$ cat config.mk
export PLATFORM = sky130hd
export DESIGN_NAME = mbws_top
export DESIGN_NICKNAME = d
export VERILOG_FILES = /design/src/hw/mbws_pkg.sv /design/src/hw/mbws_crc16.sv /design/src/hw/mbws_fifo.sv /design/src/hw/mbws_top.sv
export SDC_FILE = /design/constraint.sdc
export NUM_CORES = 1
export LEC_CHECK = 0
export BUFFER_PORTS_ARGS = -buffer_cell sky130_fd_sc_hd__buf_2
export CORE_MARGIN = 5
export CORE_UTILIZATION = 66
export DETAILED_ROUTE_END_ITERATION = 12
export PLACE_DENSITY_LB_ADDON = 0.12
export SETUP_SLACK_MARGIN = 0.4
export SYNTH_ARGS = -nofsm -noshare
export SYNTH_HDL_FRONTEND = slang
export SYNTH_SLANG_ARGS = --single-unit
$ cat constraint.sdc
create_clock -name clk -period 5.2 [get_ports clk]
set_input_delay 1.56 -clock clk [delete_from_list [all_inputs] [get_ports clk]]
set_output_delay 1.56 -clock clk [all_outputs]
set_load 0.05 [all_outputs]
$ cat src/hw/mbws_pkg.sv
// constants and types shared by the single-parameter write handler
package mbws_pkg;

  // ************************************************************
  // clock and line timing
  // ************************************************************
  localparam int unsigned CLK_HZ        = 20_000_000;
  localparam int unsigned BAUD_DEFAULT  = 9600;
  localparam int unsigned BITS_PER_CHAR = 11;
  // silent gap, in tenths of a character time (3.5 chars)
  localparam int unsigned GAP_CHARS_X10 = 35;
  // product passes 2^31, so it is formed in 64 bits
  localparam longint unsigned GAP_NUM =
    longint'(CLK_HZ) * BITS_PER_CHAR * GAP_CHARS_X10;
  localparam longint unsigned GAP_DEN = longint'(BAUD_DEFAULT) * 10;
  // least time: round up
  localparam int unsigned GAP_CYCLES_DEFAULT =
    int'((GAP_NUM + GAP_DEN - 1) / GAP_DEN);
  // wait for the parameter store before giving up
  localparam int unsigned ACK_TIMEOUT_DEFAULT = 1024;

  // ************************************************************
  // frame layout
  // ************************************************************
  localparam int unsigned BYTE_W     = 8;
  localparam int unsigned FIFO_DEPTH = 16;
  localparam logic [3:0] FRAME_LEN   = 4'h8;
  localparam logic [3:0] IDX_ADDR    = 4'h0;
  localparam logic [3:0] IDX_FUNC    = 4'h1;
  localparam logic [3:0] IDX_GROUP   = 4'h2;
  localparam logic [3:0] IDX_OFFSET  = 4'h3;
  localparam logic [3:0] IDX_VAL_HI  = 4'h4;
  localparam logic [3:0] IDX_VAL_LO  = 4'h5;
  localparam logic [3:0] IDX_CHK_LO  = 4'h6;
  localparam logic [3:0] IDX_CHK_HI  = 4'h7;

  localparam logic [7:0] FUNC_WRITE_SINGLE = 8'h06;
  localparam logic [7:0] AXIS_MIN          = 8'h01;
  localparam logic [7:0] AXIS_MAX          = 8'hf7;

  // ************************************************************
  // check sequence
  // ************************************************************
  localparam logic [15:0] CRC_INIT    = 16'hffff;
  localparam logic [15:0] CRC_POLY    = 16'ha001;
  localparam logic [15:0] CRC_RESIDUE = 16'h0000;

  // ************************************************************
  // sequencer states
  // ************************************************************
  typedef enum logic [2:0] {
    ST_HUNT,
    ST_RECV,
    ST_CHECK,
    ST_WRITE,
    ST_ECHO
  } mbws_state_type;

endpackage

$ cat src/hw/mbws_crc16.sv
// running crc-16 accumulator, reflected, one byte per step
`timescale 1ns/1ps
`default_nettype none
module mbws_crc16 (
  // clock and reset
  input  wire logic        clk,
  input  wire logic        resetn,
  // control
  input  wire logic        clear,
  input  wire logic        step,
  input  wire logic [7:0]  data_in,
  // result
  output logic      [15:0] crc_q
);

  // ************************************************************
  // one byte through the polynomial, lsb first
  // ************************************************************
  function automatic logic [15:0] crc_next(input logic [15:0] c,
                                           input logic [7:0]  b);
    logic [15:0] r;
    r = c ^ {8'h00, b};
    for (int i = 0; i < 8; i++) begin
      r = r[0] ? ((r >> 1) ^ mbws_pkg::CRC_POLY) : (r >> 1);
    end
    return r;
  endfunction

  // clear wins over step so a fresh frame never inherits old state
  always_ff @(posedge clk) begin
    if (!resetn || clear) begin
      crc_q <= mbws_pkg::CRC_INIT;
    end else if (step) begin
      crc_q <= crc_next(crc_q, data_in);
    end
  end

endmodule
`default_nettype wire

$ cat src/hw/mbws_fifo.sv
// small fifo with registered read data, valid/ready on both sides
`timescale 1ns/1ps
`default_nettype none
module mbws_fifo #(
  parameter int unsigned WIDTH = 8,
  parameter int unsigned DEPTH = 16
) (
  // clock and reset
  input  wire logic             clk,
  input  wire logic             resetn,
  // fill side
  input  wire logic             in_valid,
  input  wire logic [WIDTH-1:0] in_data,
  output logic                  in_ready,
  // drain side
  output logic                  out_valid,
  output logic      [WIDTH-1:0] out_data,
  input  wire logic             out_ready
);
  localparam int unsigned AW = $clog2(DEPTH);

  if (DEPTH < 2 || (1 << AW) != DEPTH || WIDTH < 1) begin : g_bad_cfg
    $error("fifo depth must be a power of two, at least 2");
  end

  logic [WIDTH-1:0] mem [DEPTH];
  logic [AW-1:0]    wr_ptr_q;
  logic [AW-1:0]    rd_ptr_q;
  logic [AW:0]      cnt_q;
  logic             push;
  logic             load;

  // full means no room in the array; the output stage is extra
  assign in_ready = (cnt_q != (AW+1)'(DEPTH));
  assign push     = in_valid && in_ready;
  assign load     = (cnt_q != '0) && (!out_valid || out_ready);

  // storage, no reset needed on data
  always_ff @(posedge clk) begin
    if (push) begin
      mem[wr_ptr_q] <= in_data;
    end
  end

  // pointers and occupancy
  always_ff @(posedge clk) begin
    if (!resetn) begin
      wr_ptr_q <= '0;
      rd_ptr_q <= '0;
      cnt_q    <= '0;
    end else begin
      if (push) wr_ptr_q <= wr_ptr_q + 1'b1;
      if (load) rd_ptr_q <= rd_ptr_q + 1'b1;
      cnt_q <= cnt_q + (AW+1)'(push) - (AW+1)'(load);
    end
  end

  // registered read data
  always_ff @(posedge clk) begin
    if (!resetn) begin
      out_valid <= 1'b0;
      out_data  <= '0;
    end else if (load) begin
      out_valid <= 1'b1;
      out_data  <= mem[rd_ptr_q];
    end else if (out_ready) begin
      out_valid <= 1'b0;
    end
  end

endmodule
`default_nettype wire

$ cat src/hw/mbws_top.sv
// write-single-parameter frame handler: receive, check, write, echo
`timescale 1ns/1ps
`default_nettype none
module mbws_top #(
  parameter int unsigned GAP_CYCLES  = mbws_pkg::GAP_CYCLES_DEFAULT,
  parameter int unsigned ACK_TIMEOUT = mbws_pkg::ACK_TIMEOUT_DEFAULT,
  parameter int unsigned FIFO_DEPTH  = mbws_pkg::FIFO_DEPTH
) (
  // clock and reset
  input  wire logic        clk,
  input  wire logic        resetn,
  // receive characters from the serial layer
  input  wire logic        rx_valid,
  input  wire logic [7:0]  rx_data,
  input  wire logic        rx_error,
  // transmit characters to the serial layer
  output logic             tx_valid,
  output logic      [7:0]  tx_data,
  input  wire logic        tx_ready,
  // own axis address
  input  wire logic [7:0]  axis_addr,
  // parameter store
  output logic             param_wr,
  output logic      [15:0] param_addr,
  output logic      [15:0] param_data,
  input  wire logic        param_ack,
  input  wire logic        param_reject,
  // frame status
  output logic             frame_ok,
  output logic             frame_drop
);

  // ************************************************************
  // configuration checks
  // ************************************************************
  localparam int unsigned GW = $clog2(GAP_CYCLES + 1);
  localparam int unsigned TW = $clog2(ACK_TIMEOUT + 1);

  if (GAP_CYCLES < 1 || ACK_TIMEOUT < 1) begin : g_bad_time
    $error("gap and timeout counts must be at least one cycle");
  end
  if (FIFO_DEPTH < 32'(mbws_pkg::FRAME_LEN)) begin : g_bad_fifo
    $error("fifo must hold a whole reply frame");
  end

  // ************************************************************
  // declarations
  // ************************************************************
  mbws_pkg::mbws_state_type state_q;

  logic [GW-1:0] idle_cnt_q;
  logic          gap_seen;
  logic [7:0]    frame_q [8];
  logic [3:0]    rx_cnt_q;
  logic          bad_q;
  logic          take;
  logic [15:0]   crc_rx;
  logic [15:0]   crc_tx;
  logic          frame_good;
  logic [TW-1:0] tmo_q;
  logic          tmo_hit;
  logic [3:0]    tx_idx_q;
  logic [7:0]    echo_byte;
  logic          echo_valid;
  logic          echo_ready;
  logic          echo_push;
  logic          echo_last;
  logic          wr_d;
  logic          ok_d;
  logic          drop_d;

  // ************************************************************
  // frame delimiting by line silence
  // ************************************************************

  // cycles since the last character, saturating at the gap
  always_ff @(posedge clk) begin
    if (!resetn) begin
      idle_cnt_q <= '0; // after reset the line counts as busy
    end else if (rx_valid) begin
      idle_cnt_q <= '0;
    end else if (idle_cnt_q != GW'(GAP_CYCLES)) begin
      idle_cnt_q <= idle_cnt_q + 1'b1;
    end
  end

  assign gap_seen = (idle_cnt_q == GW'(GAP_CYCLES));

  // ************************************************************
  // receive buffer
  // ************************************************************

  // characters are only taken once a leading gap was seen
  assign take = rx_valid && (state_q == mbws_pkg::ST_RECV);

  // byte count; stops at frame length, extras mark the frame bad
  always_ff @(posedge clk) begin
    if (!resetn || state_q == mbws_pkg::ST_HUNT) begin
      rx_cnt_q <= '0;
    end else if (take && rx_cnt_q != mbws_pkg::FRAME_LEN) begin
      rx_cnt_q <= rx_cnt_q + 1'b1;
    end
  end

  // overlong frame or character error spoils the whole frame
  always_ff @(posedge clk) begin
    if (!resetn || state_q == mbws_pkg::ST_HUNT) begin
      bad_q <= 1'b0;
    end else if (take && (rx_error || rx_cnt_q == mbws_pkg::FRAME_LEN)) begin
      bad_q <= 1'b1;
    end
  end

  // frame bytes, addressed by arrival order
  always_ff @(posedge clk) begin
    if (!resetn) begin
      for (int i = 0; i < 8; i++) begin
        frame_q[i] <= '0;
      end
    end else if (take && rx_cnt_q != mbws_pkg::FRAME_LEN) begin
      frame_q[rx_cnt_q[2:0]] <= rx_data;
    end
  end

  // ************************************************************
  // check sequences
  // ************************************************************

  // running over all bytes incl. check bytes leaves a zero residue
  mbws_crc16 u_crc_rx (
    .clk     (clk),
    .resetn  (resetn),
    .clear   (state_q == mbws_pkg::ST_HUNT),
    .step    (take),
    .data_in (rx_data),
    .crc_q   (crc_rx)
  );

  // reply check value is computed anew from the echoed bytes
  mbws_crc16 u_crc_tx (
    .clk     (clk),
    .resetn  (resetn),
    .clear   (state_q != mbws_pkg::ST_ECHO),
    .step    (echo_push && tx_idx_q < mbws_pkg::IDX_CHK_LO),
    .data_in (echo_byte),
    .crc_q   (crc_tx)
  );

  // ************************************************************
  // frame acceptance
  // ************************************************************

  // exact length, good check, own valid address, right function
  assign frame_good =
    !bad_q &&
    rx_cnt_q == mbws_pkg::FRAME_LEN &&
    crc_rx == mbws_pkg::CRC_RESIDUE &&
    axis_addr >= mbws_pkg::AXIS_MIN &&
    axis_addr <= mbws_pkg::AXIS_MAX &&
    frame_q[mbws_pkg::IDX_ADDR[2:0]] == axis_addr &&
    frame_q[mbws_pkg::IDX_FUNC[2:0]] ==
      mbws_pkg::FUNC_WRITE_SINGLE;

  // ************************************************************
  // parameter store handshake
  // ************************************************************

  // bounded wait so a silent store cannot hang the handler
  always_ff @(posedge clk) begin
    if (!resetn || state_q != mbws_pkg::ST_WRITE) begin
      tmo_q <= '0;
    end else if (tmo_q != TW'(ACK_TIMEOUT)) begin
      tmo_q <= tmo_q + 1'b1;
    end
  end

  assign tmo_hit = (tmo_q == TW'(ACK_TIMEOUT));

  // a rejected write (e.g. 32-bit target) gets no echo
  assign wr_d = (state_q == mbws_pkg::ST_CHECK) && frame_good;

  // write strobe and its address/value, all registered
  always_ff @(posedge clk) begin
    if (!resetn) begin
      param_wr   <= 1'b0;
      param_addr <= '0;
      param_data <= '0;
    end else begin
      param_wr <= wr_d;
      if (wr_d) begin
        param_addr <= {frame_q[mbws_pkg::IDX_GROUP[2:0]],
                       frame_q[mbws_pkg::IDX_OFFSET[2:0]]};
        param_data <= {frame_q[mbws_pkg::IDX_VAL_HI[2:0]],
                       frame_q[mbws_pkg::IDX_VAL_LO[2:0]]};
      end
    end
  end

  // ************************************************************
  // echo generation
  // ************************************************************

  // copied bytes first, then the new check value low then high
  always_comb begin
    if (tx_idx_q == mbws_pkg::IDX_CHK_LO) begin
      echo_byte = crc_tx[7:0];
    end else if (tx_idx_q == mbws_pkg::IDX_CHK_HI) begin
      echo_byte = crc_tx[15:8];
    end else begin
      echo_byte = frame_q[tx_idx_q[2:0]];
    end
  end

  assign echo_valid = (state_q == mbws_pkg::ST_ECHO);
  assign echo_push  = echo_valid && echo_ready;
  assign echo_last  = echo_push && tx_idx_q == mbws_pkg::IDX_CHK_HI;

  // position in the reply
  always_ff @(posedge clk) begin
    if (!resetn || state_q != mbws_pkg::ST_ECHO) begin
      tx_idx_q <= '0;
    end else if (echo_push) begin
      tx_idx_q <= tx_idx_q + 1'b1;
    end
  end

  // reply buffer; a stalled serial layer holds the echo back
  mbws_fifo #(
    .WIDTH (mbws_pkg::BYTE_W),
    .DEPTH (FIFO_DEPTH)
  ) u_tx_fifo (
    .clk       (clk),
    .resetn    (resetn),
    .in_valid  (echo_valid),
    .in_data   (echo_byte),
    .in_ready  (echo_ready),
    .out_valid (tx_valid),
    .out_data  (tx_data),
    .out_ready (tx_ready)
  );

  // ************************************************************
  // sequencer
  // ************************************************************
  always_ff @(posedge clk) begin
    if (!resetn) begin
      state_q <= mbws_pkg::ST_HUNT;
    end else begin
      case (state_q)
        // wait for a clean leading gap before listening
        mbws_pkg::ST_HUNT: begin
          if (gap_seen) state_q <= mbws_pkg::ST_RECV;
        end
        // trailing gap closes a non-empty frame
        mbws_pkg::ST_RECV: begin
          if (gap_seen && rx_cnt_q != '0) begin
            state_q <= mbws_pkg::ST_CHECK;
          end
        end
        // foreign or damaged frames are dropped silently
        mbws_pkg::ST_CHECK: begin
          state_q <= frame_good ? mbws_pkg::ST_WRITE
                                : mbws_pkg::ST_HUNT;
        end
        // reply waits for the store to confirm the update
        mbws_pkg::ST_WRITE: begin
          if (param_ack) begin
            state_q <= mbws_pkg::ST_ECHO;
          end else if (param_reject || tmo_hit) begin
            state_q <= mbws_pkg::ST_HUNT;
          end
        end
        mbws_pkg::ST_ECHO: begin
          if (echo_last) state_q <= mbws_pkg::ST_HUNT;
        end
        default: begin
          state_q <= mbws_pkg::ST_HUNT;
        end
      endcase
    end
  end

  // ************************************************************
  // status pulses
  // ************************************************************
  assign ok_d   = echo_last;
  assign drop_d = ((state_q == mbws_pkg::ST_CHECK) && !frame_good) ||
                  ((state_q == mbws_pkg::ST_WRITE) && !param_ack &&
                   (param_reject || tmo_hit));

  always_ff @(posedge clk) begin
    if (!resetn) begin
      frame_ok   <= 1'b0;
      frame_drop <= 1'b0;
    end else begin
      frame_ok   <= ok_d;
      frame_drop <= drop_d;
    end
  end

endmodule
`default_nettype wire

Word-level counts from Yosys, hierarchy flattened
Memories as Yosys holds them, arrays and structs flattened. A register that Yosys moved wholly into a read port is not among the register bits.
Index checks and enable logic that the tools add are counted.
- $add $sub $neg: 8
- order comparisons: 3
- equal/unequal tests: 21
- multiplexer cells: 38
- bitwise gates (word level): 19
- reduce and logical (&&, ||, !) cells: 43
- operators with widths (kind ; number):
    two-way mux 16 bit ; 16
    NOT 2 -> 3 bit ; 16
    XOR 16 x 8 -> 16 bit ; 2
    two-way mux 3 bit ; 8
    two-way mux 8 bit ; 3
    logical AND 1 bit ; 18
    adder 17 x 1 -> 17 bit, second input constant ; 1
    == test 17 bit, second input constant ; 1
    != test 17 bit, second input constant ; 1
    adder 4 x 1 -> 4 bit, second input constant ; 4
    logical NOT 16 bit ; 1
    one-hot mux 3 bit (5 select lines) ; 1
    adder 11 x 1 -> 11 bit, second input constant ; 1
    == test 11 bit, second input constant ; 1
    != test 11 bit, second input constant ; 1
    logical NOT 1 bit ; 10
    two-way mux 1 bit ; 9
    == test 4 x 3 -> 1 bit, second input constant ; 2
    == test 8 x 3 -> 1 bit, second input constant ; 1
    == test 8 bit ; 1
    greater-or-equal comparator 8 x 1 -> 1 bit, second input constant ; 1
    <= comparator 8 bit, second input constant ; 1
    OR reduction 8 bit ; 1
    logical OR 1 bit ; 7
    other kinds (21) ; 24
- flip-flop bits (word level): 89
- memory bits (writable): 192
- input bits: 23
- word-level logic and storage cells: 149
- memories: 2
- memories (name ; depth ; bits a word ; read ports ; clocked after memory_dff ; write ports ; line ; source):
    u_tx_fifo.mem ; 16 ; 8 ; 1 ; 1 ; 1 ; mbws_fifo.sv:26 ; logic [WIDTH-1:0] mem [DEPTH];
    frame_q ; 8 ; 8 ; 7 ; 5 ; 8 ; mbws_top.sv:53 ; logic [7:0] frame_q [8];

Logic depth before layout (Yosys ltp)
- word-level depth: 20
- mapped depth: 14
- depth with buffers taken out: 13

Modules after synthesis
A second synthesis with hierarchy kept.
- cell total of the unflattened synthesis: 1138
- area total of the unflattened synthesis: 14322.5 sq um
- by module, submodules not included (module ; times used ; cells an instance ; area each (sq um) ; sequential area each (sq um)):
    mbws_top ; 1 ; 640 ; 6680.2 ; 3483.3
    mbws_fifo ; 1 ; 324 ; 6023.3 ; 4284.1
    mbws_crc16 ; 2 ; 87 ; 809.5 ; 320.3

Worst setup path after synthesis
No wires, ideal clock.
- path kind: input to register
- from: input port tx_ready
- to: register u_tx_fifo.cnt_q[4]
- library setup time: 0.116 ns
- arrival: 3.856 ns
- required time: 5.084 ns
- path slack: 1.229 ns
- cell stages on the path: 11
- buffers on the path: 1
- cells stage by stage: nand2b_1 -> nor2b_1 -> buf_1 -> ha_1 -> inv_1 -> ha_1 -> fa_1 -> a21oi_1 -> nor2_1 -> or3_1 -> and3_1
- cells in the longest elaborated chain, start to end: 3
- ends and longest elaborated chain (item ; line ; source):
    start: declaration ; mbws_top.sv:19 ; input wire logic tx_ready,
    logical OR 1 bit ; mbws_fifo.sv:36 ; assign load = (cnt_q != '0) && (!out_valid || out_ready);
    logical AND 1 bit ; mbws_fifo.sv:36 ;
    named net u_tx_fifo.load ; mbws_fifo.sv:31 ; logic load;
    subtractor 5 x 1 -> 5 bit ; mbws_fifo.sv:54 ; cnt_q <= cnt_q + (AW+1)'(push) - (AW+1)'(load);
    end signal: assignment ; mbws_fifo.sv:54 ;
    end: declaration ; mbws_fifo.sv:29 ; logic [AW:0] cnt_q;
The timed path passes the listed nets, and every way through them passes these cells.
A chain may end at the register's enable or synchronous reset.

Worst setup path in the final report
- from: input port axis_addr[3]
- to: register param_addr[2], read port of frame_q
- cells in the longest elaborated chain, start to end: 6
- ends and longest elaborated chain (item ; line ; source):
    start: declaration ; mbws_top.sv:21 ; input wire logic [7:0] axis_addr,
    greater-or-equal comparator 8 x 1 -> 1 bit ; mbws_top.sv:158 ; axis_addr >= mbws_pkg::AXIS_MIN &&
    logical AND 1 bit ; mbws_top.sv:157 ; crc_rx == mbws_pkg::CRC_RESIDUE &&
    logical AND 1 bit ; mbws_top.sv:158 ;
    logical AND 1 bit * ; mbws_top.sv:159 ; axis_addr <= mbws_pkg::AXIS_MAX &&
    logical AND 1 bit * ; mbws_top.sv:160 ; frame_q[mbws_pkg::IDX_ADDR[2:0]] == axis_addr &&
    logical AND 1 bit * ; mbws_top.sv:180 ; assign wr_d = (state_q == mbws_pkg::ST_CHECK) && frame_good;
    end: declaration ; mbws_top.sv:24 ; output logic [15:0] param_addr,
Mark *: on every way between the ends. The rest lies on a longest branch, timed or not.

==> results.yml <==
flow_run:
  max_cap_viol_count: 0
grt:
  global_route.overflow_total: 0
  global_route.usage.total: 0.255
  first_global_vias: 8736
  first_pass_grt_wire_length_um: 48500
  antenna_found_initial: 0
  grt_max_degree: 72
yosys:
  synth-edff-count: 192
  synth.largest_area_cell: "edfxtp_1"
  synthTopCellsByArea: "edfxtp_1 40%, dfxtp_1 19%, mux4_2 7.3%"
  synth_cell_type_count: 69
  synth_top_area_share: 0.404
  ys_seq_elements: 324
  dominantRegCellSynth: "edfxtp_1"
  synthesis.area_per_instance_um2: 12.9
  number_of_instances_in_the_synthesized_netlist: 1109
  post_synthesis_cell_area_um2: 14300
  synth-seq-area-share: 0.590
  mappedNetlistNets: 1152
  synthArstFlopShare: 0
  synth-warning-count: 0
clock_tree:
  post-cts-setup-buffer-count: 0
  clock_sink_count: 324
  cts_tree: "built"
  cts_root_buffer: "clkbuf_16"
  cts-buffers-inserted: 34
  insertion_delay_ns: 0.51
  cts_max_level: 2
  clk_path_buf_depth: 3
  cts_hold_repair.buffers: 0
  worst_setup_hold_path_clk_slew_ns: 0.06
  post_cts.resized_instances: 0
timing:
  grt_setup_unrepaired: "no"
  timing.final.hold_violations: 0
  setup_ws_ns: 1.48
  setup_total_negative_slack_ns: 0
  report.final.slew_viol_count: 0
  min_period_over_period: 0.715
  worst-slew-pin-transition_ns: 1.15
  skew_ns: 0.0176
  max-slew-margin-rel: 0.230
  setup_violations: 0
  clock.fmax_ghz: 0.269
  finalCriticalPeriod_ns: 3.72
die:
  die_width_um: 157
  floorplan.rows: 53
  die_height_um: 157
  die_area_um2: 24600
  start_util: 0.674
  core_region_area_um2: 21200
  number_of_i_o_pins: 67
layout:
  multi_input_comb_area_um2: 5560
  drive_above_1_share: 0.150
  commonest_non_fill_non_tap_cell_in_the_layout: "edfxtp_1"
  synthToLayoutAreaGrowth_pct: 11.4
  antenna-diode-count: 0
  mostFrequentLayoutCells: "192 x edfxtp_1, 131 x dfxtp_1, 80 x nand2_1, 79 x and2_1, 73 x mux2i_1"
  fillers: 1342
  num-nets-final: 1216
  ff_latch_area_um2: 8410
worst_setup_path:
  crit_path_max_fanout: 32
  setup.worst_path.start_class: "input port"
  crit_path_end_kind: "register"
  worst-setup-path-type: "input port to register"
  critPathRequiredTime_ns: 5.59
  ff2ff_path_depth: 9
  crit_path_top_delay_cell: "buf_4"
  timing.critical_path.arrival_ns: 4.10
  cp_slowest_stage_delay_ns: 0.50
  path_cells: "buf_2 > inv_1 > a2111oi_0 > nand3_1 > nor2_1 > o21ai_0 > nor3_1 > nand2_1 > nor3_4 > buf_4 > mux2i_1 > nor2b_1"
detailed_routing:
  antenna_violating_nets_post_route: 0
  drt-vias-per-instance: 5.96
  drc: 0
  vias: 8781
  initialDrtViolationCount: 564
  detailedRoute.firstPassIterationCount: 5
  routedWlPerCell_um: 20.8
  wl_um: 30700
placed_design:
  dp.final_hpwl_um: 20500
  dp_slack_ns: 1.09
  gpl.final_weighted_congestion: 0.831
  number_of_input_and_output_port_buffers_inserted: 66
power_and_ir_drop:
  vdd_drop_max_uv: 215
  leakagePower_nw: 5.75
  power_density_nw_per_um2: 382
min_path:
  hold_path_depth: 2
  hp-class: "register to register"
run_status:
  outcome: "complete, no violations"
[per-layer routing]
layer | global-route usage | share of wire
met1 | 0.338 | 0.41
met2 | 0.433 | 0.50
met4 | 0.0872 | 0.030
met3 | 0.0426 | 0.057
met5 | 0 | 0
[registers in the layout, indices dropped and copies added, names as in the netlist, 11 cells and up, named ones only]
signal,cells
u_crc_rx.crc_q,16
u_crc_tx.crc_q,16
param_addr,16
frame_q,64
param_data,16
tmo_q,11
idle_cnt_q,17
u_tx_fifo.mem,128
[per-stage QoR]
stage	utilization	hold WS [ns]	total power, mW	area, µm²	instances
finish	0.751	0.481	6.07	15900	1474
global route	0.751	0.520	6.31	15900	1474
CTS	0.751	0.482	6.11	15900	1474
detailed placement	0.701	0.467	3.84	14800	1412
global placement	0.701	0.459	3.82	14800	1412
floorplan	-	0.426	3.62	14300	1109
[kinds of logic (layout without fill, tap and decap cells)]
| kind of cell | after synthesis | count (layout) | synth area share |
|---|---|---|---|
| flip-flops | 324 | 324 | 0.590 |
| AND/OR/NAND/NOR | 386 | 386 | 0.143 |
| adder cells (fa/ha/maj) | 20 | 20 | 0.0181 |
| AO/OA/AOI/OAI | 99 | 99 | 0.0474 |
| XOR/XNOR | 84 | 84 | 0.0531 |
| multiplexers | 122 | 122 | 0.126 |
| buffers and inverters | 74 | 164 | 0.0219 |
[power breakdown]
| part | switching [mW] | internal, mW |
|---|---|---|
| combinational | 0.505 | 0.435 |
| sequential | 0.0752 | 2.78 |
| clock | 0.937 | 1.33 |
| total | 1.52 | 4.55 |
[area by class of cell]
| type | count | area share |
|---|---|---|
| Sequential cell | 324 | 0.530 |
| Multi-Input combinational cell | 711 | 0.350 |
| Clock buffer | 54 | 0.0636 |
| Timing Repair Buffer | 81 | 0.0279 |
| Tap cell | 275 | 0.0217 |
| Inverter | 21 | 0.00496 |
| Clock inverter | 8 | 0.00197 |
[synth_stat cells (16+ instances only)]
| cell type | instances |
|---|---|
| dfxtp_1 | 132 |
| xor2_1 | 38 |
| o211ai_1 | 16 |
| a21oi_1 | 20 |
| nor2_1 | 68 |
| nand2_1 | 80 |
| nor3_1 | 16 |
| ha_1 | 19 |
| xnor2_1 | 44 |
| nand3_1 | 34 |
| mux2i_1 | 73 |
| inv_1 | 21 |
| and2_1 | 79 |
| o21ai_0 | 22 |
| nor2b_1 | 48 |
| clkbuf_1 | 37 |
| edfxtp_1 | 192 |
| mux4_2 | 46 |
[worst max-delay path, delay by kind of cell]
kind,cells,cell delay [ns]
multiplexers,1,0.31
AO/OA/AOI/OAI,2,0.56
buffers and inverters,3,0.64
AND/OR/NAND/NOR,6,1.00
[final timing paths]
kind,slack (ns),endpoint,from
max,1.48,param_addr[2],axis_addr[3]
min,0.48,bad_q,bad_q
max reg2reg,1.70,u_crc_tx.crc_q[0],register
min reg2reg,0.48,bad_q,bad_q
No activity file was read; power rests on OpenSTA's default activity.
